File: src/rtl/scg_pkg.sv
package scg_pkg;

    // ------------------------------------------------------------------
    // register map
    // ------------------------------------------------------------------
    localparam logic [11:0] OFF_SYSCFG = 12'h000;
    localparam logic [11:0] OFF_PLLCFG = 12'h004;
    localparam logic [11:0] OFF_PRESC = 12'h008;
    localparam logic [11:0] OFF_STATUS = 12'h00c;

    // source select field encodings
    localparam logic [1:0] SEL_WAKEUP = 2'h0;
    localparam logic [1:0] SEL_RSVD = 2'h1;
    localparam logic [1:0] SEL_PLL = 2'h2;
    localparam logic [1:0] SEL_DIRECT = 2'h3;

    // internal generation modes, also index of the mode clock vector
    typedef enum logic [1:0] {
        MODE_WU = 2'h0,
        MODE_PRE = 2'h1,
        MODE_PLL = 2'h2,
        MODE_DIR = 2'h3
    } scg_mode_e;

    // index of each synchronised source pin
    localparam int SRC_WU = 0;
    localparam int SRC_XTAL = 1;
    localparam int SRC_INT = 2;
    localparam int SRC_DIR = 3;
    localparam int SRC_N = 4;

    localparam int K1_W = 10;
    localparam int CNT_W = 10;
    localparam int ACC_W = 16;
    localparam int VCNT_W = 10;

    typedef struct packed {
        logic [8:0] rsvd;
        logic [6:0] k2_field;
        logic [7:0] n_field;
        logic [3:0] p_field;
        logic ref_internal;
        logic [1:0] band;
        logic bypass;
    } scg_pll_cfg_s;

    typedef struct packed {
        logic [26:0] rsvd;
        logic pll_locked;
        logic switch_busy;
        logic [1:0] active_mode;
    } scg_status_s;

    localparam logic [1:0] SYSCFG_RST = SEL_WAKEUP;
    localparam scg_pll_cfg_s PLLCFG_RST = '{
        rsvd: 9'h000, k2_field: 7'h00, n_field: 8'h00, p_field: 4'h0,
        ref_internal: 1'b0, band: 2'h0, bypass: 1'b1};
    localparam logic [K1_W-1:0] PRESC_RST = 10'h000;

    // vco band limits on the phase step of the digital oscillator
    localparam logic [1:0] BAND0 = 2'h0;
    localparam logic [ACC_W-1:0] BAND0_MIN = 16'h0800;
    localparam logic [ACC_W-1:0] BAND0_MAX = 16'h4000;
    localparam logic [ACC_W-1:0] BAND1_MIN = 16'h1000;
    localparam logic [ACC_W-1:0] BAND1_MAX = 16'h7000;

    typedef enum logic [1:0] {
        SW_RUN = 2'b00,
        SW_HOLD = 2'b01,
        SW_ARM = 2'b11
    } scg_sw_e;

endpackage

File: src/rtl/scg_clock_gen.sv
// Our own choices: the APB register port and the placing of the registers.
`timescale 1ns/1ps
// Notes on behaviour
// - select 11 drives the system clock straight from the direct input.
// - in direct drive the output keeps the input duty cycle unchanged.
// - crystal bypass with a divide factor of one behaves as direct drive.
// - select 10 with bypass set divides the oscillator by prescaler plus one.
// - a prescaler factor of one passes the oscillator level and duty through.
// - the largest prescaler factor is 1024, the slowest selectable clock.
// - select 10 with bypass clear runs the pll and takes its output.
// - pll factor is N over P times K2, each being its field plus one.
// - the pll reference is either the crystal input or the internal source.
// - the pll moves its frequency one small step per compare, jumping only to clamp the step into the band or to restart it at the band minimum.
// - the system clock in pll mode is the vco divided by K2.
// - band 00 and 01 set the vco range, band 1X is reserved.
// - select 00 takes the system clock from the wakeup source.
module scg_clock_gen (
    // clock and reset
    input wire logic mclk,
    input wire logic arst_n,
    // apb slave
    input wire logic psel,
    input wire logic penable,
    input wire logic pwrite,
    input wire logic [11:0] paddr,
    input wire logic [31:0] pwdata,
    output logic [31:0] prdata,
    output logic pready,
    output logic pslverr,
    // clock source pins
    input wire logic wakeup_clock,
    input wire logic crystal_input,
    input wire logic internal_clock,
    input wire logic direct_clock_input,
    // generated clock
    output logic sys_clk
);

    // ------------------------------------------------------------------
    // helpers
    // ------------------------------------------------------------------
    function automatic logic [scg_pkg::CNT_W-1:0] div_next(
        input logic [scg_pkg::CNT_W-1:0] cnt,
        input logic [scg_pkg::CNT_W-1:0] lim);
        return (cnt >= lim) ? '0 : cnt + 10'h001;
    endfunction

    // high for ceil(k/2) source periods, so odd factors lean high
    function automatic logic div_high(
        input logic [scg_pkg::CNT_W-1:0] cnt,
        input logic [scg_pkg::CNT_W-1:0] lim);
        logic [scg_pkg::CNT_W:0] half;
        half = ({1'b0, lim} + 11'h002) >> 1;
        return {1'b0, cnt} < half;
    endfunction

    // ------------------------------------------------------------------
    // pin synchronisers
    // ------------------------------------------------------------------
    logic [scg_pkg::SRC_N-1:0] meta_reg;
    logic [scg_pkg::SRC_N-1:0] sync_reg;
    logic [scg_pkg::SRC_N-1:0] last_reg;
    wire [scg_pkg::SRC_N-1:0] pins = {direct_clock_input, internal_clock,
        crystal_input, wakeup_clock};
    wire [scg_pkg::SRC_N-1:0] rise = sync_reg & ~last_reg;

    always_ff @(posedge mclk or negedge arst_n) begin
        if (!arst_n) begin
            meta_reg <= '0;
            sync_reg <= '0;
            last_reg <= '0;
        end else begin
            meta_reg <= pins;
            sync_reg <= meta_reg;
            last_reg <= sync_reg;
        end
    end

    // ------------------------------------------------------------------
    // registers
    // ------------------------------------------------------------------
    logic [1:0] syscfg_reg;
    scg_pkg::scg_pll_cfg_s pllcfg_reg;
    logic [scg_pkg::K1_W-1:0] presc_reg;
    scg_pkg::scg_status_s status;
    scg_pkg::scg_pll_cfg_s wr_pll;

    wire setup = psel & ~penable;
    wire access = psel & penable & pready;
    wire hit_sys = paddr == scg_pkg::OFF_SYSCFG;
    wire hit_pll = paddr == scg_pkg::OFF_PLLCFG;
    wire hit_pre = paddr == scg_pkg::OFF_PRESC;
    wire hit_sta = paddr == scg_pkg::OFF_STATUS;
    wire mapped = hit_sys | hit_pll | hit_pre | hit_sta;
    assign wr_pll = scg_pkg::scg_pll_cfg_s'(pwdata);
    wire sel_ok = pwdata[1:0] != scg_pkg::SEL_RSVD;
    wire band_ok = ~wr_pll.band[1];
    wire [31:0] rd_mux = hit_sys ? {30'h0, syscfg_reg} :
        hit_pll ? {9'h000, pllcfg_reg[22:0]} :
        hit_pre ? {22'h0, presc_reg} :
        hit_sta ? 32'(status) : '0;

    always_ff @(posedge mclk or negedge arst_n) begin
        if (!arst_n) begin
            syscfg_reg <= scg_pkg::SYSCFG_RST;
            pllcfg_reg <= scg_pkg::PLLCFG_RST;
            presc_reg <= scg_pkg::PRESC_RST;
        end else if (access && pwrite) begin
            if (hit_sys && sel_ok) begin
                syscfg_reg <= pwdata[1:0];
            end
            if (hit_pll && band_ok) begin
                pllcfg_reg <= {9'h000, wr_pll[22:0]};
            end
            if (hit_pre) begin
                presc_reg <= pwdata[scg_pkg::K1_W-1:0];
            end
        end
    end

    // answer in the first access cycle; pready is low in setup
    always_ff @(posedge mclk or negedge arst_n) begin
        if (!arst_n) begin
            pready <= 1'b0;
            pslverr <= 1'b0;
            prdata <= '0;
        end else begin
            pready <= setup;
            pslverr <= setup & ~mapped;
            if (setup) begin
                prdata <= pwrite ? '0 : rd_mux;
            end
        end
    end

    // ------------------------------------------------------------------
    // requested mode
    // ------------------------------------------------------------------
    scg_pkg::scg_mode_e req_mode;
    scg_pkg::scg_mode_e cur_mode_reg;
    assign req_mode = (syscfg_reg == scg_pkg::SEL_DIRECT) ? scg_pkg::MODE_DIR :
        (syscfg_reg == scg_pkg::SEL_WAKEUP) ? scg_pkg::MODE_WU :
        pllcfg_reg.bypass ? scg_pkg::MODE_PRE : scg_pkg::MODE_PLL;

    // ------------------------------------------------------------------
    // prescaler
    // ------------------------------------------------------------------
    logic [scg_pkg::CNT_W-1:0] k1_cnt_reg;
    wire osc_lvl = pllcfg_reg.ref_internal ? sync_reg[scg_pkg::SRC_INT] :
        sync_reg[scg_pkg::SRC_XTAL];
    wire osc_rise = pllcfg_reg.ref_internal ? rise[scg_pkg::SRC_INT] :
        rise[scg_pkg::SRC_XTAL];
    wire pre_clk = (presc_reg == '0) ? osc_lvl :
        div_high(k1_cnt_reg, presc_reg);

    always_ff @(posedge mclk or negedge arst_n) begin
        if (!arst_n) begin
            k1_cnt_reg <= '0;
        end else if (osc_rise) begin
            k1_cnt_reg <= div_next(k1_cnt_reg, presc_reg);
        end
    end

    // ------------------------------------------------------------------
    // digital pll: phase accumulator as vco, frequency-locked to N times ref/P
    // ------------------------------------------------------------------
    logic [scg_pkg::ACC_W-1:0] acc_reg;
    logic [scg_pkg::ACC_W-1:0] step_reg;
    logic vco_reg;
    logic [scg_pkg::CNT_W-1:0] p_cnt_reg;
    logic [scg_pkg::CNT_W-1:0] k2_cnt_reg;
    logic [scg_pkg::VCNT_W-1:0] vcnt_reg;
    logic lock_reg;

    wire pll_on = (req_mode == scg_pkg::MODE_PLL) ||
        (cur_mode_reg == scg_pkg::MODE_PLL);
    wire [scg_pkg::CNT_W-1:0] p_lim = {6'h00, pllcfg_reg.p_field};
    wire [scg_pkg::CNT_W-1:0] k2_lim = {3'h0, pllcfg_reg.k2_field};
    wire [scg_pkg::VCNT_W-1:0] n_tgt = {2'h0, pllcfg_reg.n_field} + 10'h001;
    wire [scg_pkg::ACC_W:0] acc_sum = {1'b0, acc_reg} + {1'b0, step_reg};
    wire vco_rise = acc_sum[scg_pkg::ACC_W] & ~vco_reg;
    wire win_end = osc_rise && (p_cnt_reg >= p_lim);
    wire in_band0 = pllcfg_reg.band == scg_pkg::BAND0;
    wire [scg_pkg::ACC_W-1:0] step_min = in_band0 ? scg_pkg::BAND0_MIN :
        scg_pkg::BAND1_MIN;
    wire [scg_pkg::ACC_W-1:0] step_max = in_band0 ? scg_pkg::BAND0_MAX :
        scg_pkg::BAND1_MAX;
    wire pll_clk = (k2_lim == '0) ? vco_reg :
        div_high(k2_cnt_reg, k2_lim);

    always_ff @(posedge mclk or negedge arst_n) begin
        if (!arst_n) begin
            acc_reg <= '0;
            step_reg <= scg_pkg::BAND0_MIN;
            vco_reg <= 1'b0;
            p_cnt_reg <= '0;
            k2_cnt_reg <= '0;
            vcnt_reg <= '0;
            lock_reg <= 1'b0;
        end else if (!pll_on) begin
            step_reg <= step_min;
            lock_reg <= 1'b0;
            vcnt_reg <= '0;
        end else begin
            acc_reg <= acc_sum[scg_pkg::ACC_W-1:0];
            if (acc_sum[scg_pkg::ACC_W]) begin
                vco_reg <= ~vco_reg;
            end
            if (vco_rise) begin
                k2_cnt_reg <= div_next(k2_cnt_reg, k2_lim);
            end
            if (osc_rise) begin
                p_cnt_reg <= div_next(p_cnt_reg, p_lim);
            end
            if (win_end) begin
                // one lsb per window keeps the frequency slewing smoothly
                // a rise on the window edge opens the next window
                vcnt_reg <= vco_rise ? 10'h001 : 10'h000;
                lock_reg <= vcnt_reg == n_tgt;
                if (step_reg < step_min) begin
                    step_reg <= step_min;
                end else if (step_reg > step_max) begin
                    step_reg <= step_max;
                end else if (vcnt_reg < n_tgt && step_reg < step_max) begin
                    step_reg <= step_reg + 16'h0001;
                end else if (vcnt_reg > n_tgt && step_reg > step_min) begin
                    step_reg <= step_reg - 16'h0001;
                end
            end else if (vco_rise && vcnt_reg != '1) begin
                vcnt_reg <= vcnt_reg + 10'h001;
            end
        end
    end

    // ------------------------------------------------------------------
    // glitch-free source switch
    // ------------------------------------------------------------------
    scg_pkg::scg_sw_e sw_reg;
    scg_pkg::scg_sw_e sw_next;
    wire [3:0] mode_clk = {sync_reg[scg_pkg::SRC_DIR], pll_clk, pre_clk,
        sync_reg[scg_pkg::SRC_WU]};
    wire cur_clk = mode_clk[cur_mode_reg];
    wire req_clk = mode_clk[req_mode];

    always_comb begin
        sw_next = sw_reg;
        case (sw_reg)
            scg_pkg::SW_RUN: begin
                if (req_mode != cur_mode_reg) begin
                    sw_next = scg_pkg::SW_HOLD;
                end
            end
            scg_pkg::SW_HOLD: begin
                if (!cur_clk) begin
                    sw_next = scg_pkg::SW_ARM;
                end
            end
            scg_pkg::SW_ARM: begin
                if (!cur_clk) begin
                    sw_next = scg_pkg::SW_RUN;
                end
            end
            default: sw_next = scg_pkg::SW_RUN;
        endcase
    end

    // output is parked low across a change and only released when the
    // new source is itself low, so its next high phase is a whole one
    always_ff @(posedge mclk or negedge arst_n) begin
        if (!arst_n) begin
            sw_reg <= scg_pkg::SW_RUN;
            cur_mode_reg <= scg_pkg::MODE_WU;
            sys_clk <= 1'b0;
        end else begin
            sw_reg <= sw_next;
            case (sw_reg)
                scg_pkg::SW_RUN: sys_clk <= cur_clk;
                scg_pkg::SW_HOLD: begin
                    if (!cur_clk) begin
                        sys_clk <= 1'b0;
                        cur_mode_reg <= req_mode;
                    end
                end
                default: sys_clk <= 1'b0;
            endcase
        end
    end

    // ------------------------------------------------------------------
    // status
    // ------------------------------------------------------------------
    assign status = '{rsvd: 27'h0, pll_locked: lock_reg,
        switch_busy: sw_reg != scg_pkg::SW_RUN, active_mode: cur_mode_reg};

endmodule

File: config.mk
export PLATFORM = sky130hd
export DESIGN_NAME = scg_clock_gen
export DESIGN_NICKNAME = d
export VERILOG_FILES = /design/src/rtl/scg_pkg.sv /design/src/rtl/scg_clock_gen.sv
export SDC_FILE = /design/constraint.sdc
export NUM_CORES = 1
export LEC_CHECK = 0
export BUFFER_PORTS_ARGS = -buffer_cell sky130_fd_sc_hd__buf_4
export CORE_MARGIN = 5
export CORE_UTILIZATION = 40
export CTS_BUF_LIST = sky130_fd_sc_hd__clkbuf_16
export CTS_CLUSTER_SIZE = 24
export DETAILED_ROUTE_END_ITERATION = 6
export PLACE_DENSITY = 0.59
export SYNTH_ARGS = -nofsm -noshare
export SYNTH_HDL_FRONTEND = slang
export SYNTH_SLANG_ARGS = --single-unit
File: constraint.sdc
create_clock -name mclk -period 4.42 [get_ports mclk]
set_input_delay 1.326 -clock mclk [delete_from_list [all_inputs] [get_ports mclk]]
set_output_delay 1.326 -clock mclk [all_outputs]
set_load 0.05 [all_outputs]
## Word-level counts from Yosys, hierarchy flattened

Cells that the tools add are included.

| word-level totals | value |
|---|---|
| bits in registers | 159 |
| bits in latches | 0 |
| RAM bits | 0 |
| memory bits (read-only) | 0 |
| output and inout bits | 35 |
| word-level logic and storage cells | 141 |
| memories kept | 0 |

| operators by class | value |
|---|---|
| add/subtract/negate cells | 10 |
| multiply operators | 0 |
| divide/modulo/power cells | 0 |
| magnitude comparators | 12 |
| equality and inequality tests | 18 |
| shift operators | 0 |
| muxes and demuxes | 37 |
| bitwise logic cells | 15 |
| reductions and logical operators | 24 |

Operators by type and width:

| operator | count |
|---|---|
| two-way mux 16 bit | 6 |
| two-way mux 10 bit | 7 |
| two-way mux 23 bit | 3 |
| adder 10 x 1 -> 10 bit, second input constant | 4 |
| equality test 12 x 4 -> 1 bit, second input constant | 2 |
| logical NOT 10 bit | 2 |
| adder 16 x 16 -> 17 bit | 1 |
| adder 16 x 1 -> 16 bit, second input constant | 1 |
| greater-than comparator 16 x 13 -> 1 bit | 1 |
| greater-than comparator 16 x 15 -> 1 bit | 1 |
| < comparator 16 x 13 -> 1 bit | 1 |
| < comparator 16 x 15 -> 1 bit | 1 |
| AND reduction 2 bit | 8 |
| subtractor 16 x 1 -> 16 bit, second input constant | 1 |
| two-way mux 14 bit | 1 |
| two-way mux 13 bit | 1 |
| equality test 12 x 3 -> 1 bit, second input constant | 1 |
| logical NOT 12 bit | 1 |
| two-way mux 2 bit | 6 |
| adder 10 x 2 -> 11 bit, second input constant | 1 |
| equality test 10 x 9 -> 1 bit | 1 |
| >= comparator 10 bit | 1 |
| >= comparator 10 x 4 -> 1 bit | 1 |
| >= comparator 10 x 7 -> 1 bit | 1 |
| 30 further kinds | 62 |

## Longest topological paths before layout

| logic depth | value |
|---|---|
| depth after elaboration | 10 |
| gate-level depth with buffers | 19 |
| mapped depth without buffers | 19 |

## Least setup slack after synthesis

No wires, ideal clock.

| timing | value |
|---|---|
| path kind | reg2reg |
| start | reg pllcfg_reg[10] in the netlist's numbering |
| end | reg step_reg[15] in the netlist's numbering |
| library setup time | 132 ps |
| arrival time | 4,149 ps |
| required time | 4,288 ps |
| path slack | 139 ps |
| stages on the path, launching flop included | 19 |
| buffers on the path | 0 |
| period minus slack after synthesis | 4,281 ps |
| cell sequence | dfrtp_1 > and4_1 > nand4_1 > xor2_1 > ha_1 > a21o_1 > a211oi_1 > nand2_1 > nor3_1 > inv_1 > ha_1 > a2111oi_0 > o21ai_0 > a41o_1 > a41oi_1 > a21oi_1 > a21oi_1 > xnor2_1 > o22ai_1 |

| between the ends | value |
|---|---|
| cells in the longest elaborated chain, start to end | 8 |

Ends and longest elaborated chain:

| item | RTL line | text |
|---|---|---|
| start: declaration | scg_clock_gen.sv:83 | `scg_pkg::scg_pll_cfg_s pllcfg_reg;` |
| start signal: assignment | scg_clock_gen.sv:106 | `pllcfg_reg <= scg_pkg::PLLCFG_RST;` |
| start signal: assignment | scg_clock_gen.sv:113 | `pllcfg_reg <= {9'h000, wr_pll[22:0]};` |
| adder 8 x 1 -> 9 bit * | scg_clock_gen.sv:179 | `wire [scg_pkg::VCNT_W-1:0] n_tgt = {2'h0, pllcfg_reg.n_field} + 10'h001;` |
| < comparator 10 x 9 -> 1 bit | scg_clock_gen.sv:224 | `end else if (vcnt_reg < n_tgt && step_reg < step_max) begin` |
| logical AND 1 bit | scg_clock_gen.sv:224 |  |
| two-way mux 16 bit | scg_clock_gen.sv:224 |  |
| two-way mux 16 bit | scg_clock_gen.sv:222 | `end else if (step_reg > step_max) begin` |
| two-way mux 16 bit | scg_clock_gen.sv:220 | `if (step_reg < step_min) begin` |
| two-way mux 16 bit | scg_clock_gen.sv:215 | `if (win_end) begin` |
| two-way mux 16 bit | scg_clock_gen.sv:200 | `end else if (!pll_on) begin` |
| end signal: assignment | scg_clock_gen.sv:201 | `step_reg <= step_min;` |
| end signal: assignment | scg_clock_gen.sv:221 | `step_reg <= step_min;` |
| end signal: assignment | scg_clock_gen.sv:223 | `step_reg <= step_max;` |
| end: declaration | scg_clock_gen.sv:168 | `logic [scg_pkg::ACC_W-1:0] step_reg;` |

Every way passes the cells marked *; elsewhere a longest branch is shown, timed or not. The select of a mux whose other input is x is not followed.
A chain may end at the register's enable or synchronous reset.

## Final worst setup path

| timing | value |
|---|---|
| start | reg pllcfg_reg[9] in the netlist's numbering |
| end | reg step_reg[13] in the netlist's numbering |

The elaborated chain is that of the path after synthesis.

==> impl_metrics.csv <==
group,metric,value,unit
pwr,finalPower,0.00346,W
synthesis,synth_cell_types,72,
floorplanning,num_rows,55,
clock_network,cts_buffers,17,
place,io_buffers,69,
cells_and_area,finalNetCount,1237,
cells_and_area,area_delta_synth_final,19.9,%
timing,layout_setup_ws,226,ps
global_routing,grt_pass1_vias,7433,
floorplanning,coreArea,22700,µm²
pwr,internal_power,0.00248,W
clock_network,h-tree-depth,4,
clock_network,root_buffer,"clkbuf_16",
timing,final-hold-violation-count,0,
cells_and_area,drive_gt1_share,18.2,%
place,routabilityCongestion,0.838,
routing,vias,7535,
pwr,p_clk_share,43.0,%
clock_network,ctsHoldBuffers,0,
place,dp_hpwl,16100,µm
floorplanning,start_util,40.7,%
pwr,switching_share,28.2,%
synthesis,yosysWarnings,0,
cells_and_area,largest_reg_flops,23,
routing,wl_per_cell,15.9,µm
critical_path,worstPathRequired,4750,ps
min_path,hp-start,"meta_reg[3]",
cells_and_area,fillers,2159,
timing,slew_headroom,40.6,%
critical_path,r2r_start,"pllcfg_reg[9]",
clock_network,cts.sinks,149,
timing,setup-violations-final,0,
routing,drt_iter0_markers,453,
run,drv_cap,0,
synthesis,yosysTopAreaCell,"dfrtp_1",
clock_network,clk_path_buf_depth,2,
critical_path,r2r_slack,230,ps
timing,skew,14.2,ps
global_routing,grt.overflow.total,0,
pwr,ir_drop,0.000214,V
timing,worst_pin_slew,888,ps
floorplanning,ios,88,
synthesis,synth.area.top_cells,"dfrtp_1 40%, ha_1 12%, nand2_1 4.4%",
clock_network,cts_tree,"done",
critical_path,critPathKind,"flip-flop to flip-flop",
routing,routed_wl,22200,µm
floorplanning,die_x,162,µm
critical_path,start_kind,"flip-flop",
place,dp_slack,-90.4,ps
critical_path,crit_arrival,4520,ps
synthesis,post-synth-top-count-cell,"dfrtp_1",
synthesis,yosys_register_bits,149,
routing,final_antenna_net_count,0,
synthesis,syn_area_per_cell,9.36,µm²
pwr,powerDensity,312,nW/µm²
routing,drt_pass1_iterations,5,
synthesis,syn_inst,987,
synthesis,ys_top_cells_by_count,"147 x dfrtp_1, 109 x nand2_1, 88 x ha_1",
min_path,hold_depth,0,
timing,slew_violations,0,
clock_network,insertion_delay,430,ps
synthesis,synth_edf_count,0,
timing,max_freq,0.238,GHz
cells_and_area,insertedDiodeCount,0,
pwr,p_leak,5.41,nW
critical_path,worst_setup_path_end_kind,"flip-flop",
global_routing,antenna_found_initial,0,
floorplanning,design.die.area,26200,µm²
routing,drc,0,
timing,setup_tns,0,ps
pwr,seqPwrFrac,43.8,%
global_routing,grt_usage,17.2,%
timing,final.min_clock_period,4190,ps
synthesis,async_reset_ff_share,100,%
pwr,p_switching,0.000973,W
critical_path,regToRegEndpoint,"step_reg[13]",
status,outcome,"finished clean",
synthesis,syn_area,9240,µm²
synthesis,ys.flop_type,"dfrtp_1",
routing,vias_per_cell,5.41,
critical_path,worstPathMaxFanout,5,
clock_network,clk_pin_slew,70,ps
floorplanning,die_y,162,µm
min_path,worstHoldPathType,"flip-flop to flip-flop",
min_path,min_to,"sync_reg[3]",
timing,fin_crit_sh,94.9,%
global_routing,grt_max_degree,68,
pwr,power_frac_comb,13.2,%
critical_path,worst-r2r-cell-count,21,
synthesis,synth_seq_area_share,40.4,%
synthesis,synth_top_area_share,39.8,%
global_routing,grt_pass1_wl,37300,µm
## area by class of cell
class                   instances  area [µm²]  area share (%)
repair buffers                114         873            7.89
flip-flops and latches        149        3730            33.7
clock buffers                  17         425            3.84
multi-input cells             749        5280            47.7
inverters                      63         236            2.14
well taps                     285         357            3.22
clock inverters                15         169            1.53
## how the worst max path moves through the flow
stage / endpoint / slack [ps] / start / cells past startpoint
2_1_floorplan: step_reg[15] / 140 / pllcfg_reg[10] / 18
3_3_place_gp: step_reg[13] / -70 / pllcfg_reg[9] / 21
3_5_place_dp: step_reg[13] / -90 / pllcfg_reg[9] / 21
4_1_cts: step_reg[11] / 40 / pllcfg_reg[9] / 22
5_1_grt: step_reg[13] / -50 / pllcfg_reg[9] / 21
6_report: step_reg[13] / 230 / pllcfg_reg[9] / 21
## through the flow
stage                     utilization [%]  cells  cell area [µm²]  hold WS, ps
after floorplan                         -    995             9270          331
after global placement               45.4   1357            10300          332
after detailed placement             45.4   1357            10300          336
after CTS                            48.1   1389            10900          349
after global routing                 48.8   1392            11100          369
final                                48.8   1392            11100          349
## power by group through the flow
stage | Sequential, W | Clock, W | Combinational (W)
after detailed placement | 0.00154 | 0 | 0.000456
after floorplan | 0.00153 | 0 | 0.000319
after global routing | 0.00153 | 0.00158 | 0.000524
after CTS | 0.00151 | 0.00152 | 0.000461
final | 0.00151 | 0.00149 | 0.000457
after global placement | 0.00154 | 0 | 0.000449
## layer usage
metal | GRT usage [%] | part of all wire [%]
met1 | 24.2 | 49
met5 | 0 | 0
met2 | 27.4 | 46
met3 | 3.35 | 3.5
met4 | 4.38 | 1.6
## placed cells by master, fill, tap and decap left out, types with 5 or more instances in the layout
| cell | instances |
|---|---|
| a211oi_1 | 8 |
| or3_1 | 7 |
| and3_1 | 18 |
| inv_1 | 63 |
| o31ai_1 | 16 |
| conb_1 | 9 |
| a21o_1 | 18 |
| nor2_1 | 60 |
| xnor2_1 | 37 |
| a22o_1 | 18 |
| nor3_2 | 6 |
| a21oi_1 | 50 |
| buf_4 | 110 |
| mux2_2 | 13 |
| a222oi_1 | 6 |
| o21ai_1 | 8 |
| o21ai_0 | 71 |
| nand2b_1 | 21 |
| nor2b_1 | 7 |
| o21a_1 | 7 |
| a31oi_1 | 6 |
| ha_1 | 82 |
| clkbuf_16 | 17 |
| nand2_1 | 108 |
| nand3_1 | 36 |
| o22ai_1 | 5 |
| o211ai_1 | 8 |
| dfrtp_1 | 147 |
| xor2_1 | 17 |
| nor3_1 | 15 |
| nor4_1 | 11 |
## worst max-delay path, stage by stage, from the launching register on
cell	delay, ps
dfrtp_1	390
and4_4	240
nand4_1	110
xor2_1	160
ha_1	310
a21o_1	180
a211oi_2	210
buf_4	170
nand2_2	60
nor3_2	130
buf_4	140
inv_1	60
buf_6	140
ha_4	230
a2111oi_4	370
o21ai_2	110
a41o_1	220
a41oi_2	270
nand4bb_1	150
o311ai_2	90
mux2i_1	100
o31ai_1	240
## cells by family after synthesis
family | count (synthesis) | share of synthesized area (%)
muxes | 17 | 2.02
xor gates and xnor gates | 54 | 5.12
other | 1 | 0.0406
buffers and inverters | 97 | 4.46
AOI/OAI and AO/OA | 261 | 18.5
adders and majority gates | 92 | 12.6
and+or+nand+nor | 316 | 16.9
DFF | 149 | 40.4
## repair_timing
action                                  4_1_cts  5_1_grt
cloned                                        0        1
setup buffers                                 0        2
gates resized for setup                       5       23
pin swaps                                     1       16
endpoints found under the setup margin        3        5
Note: power is estimated with default switching activity, not from simulation.
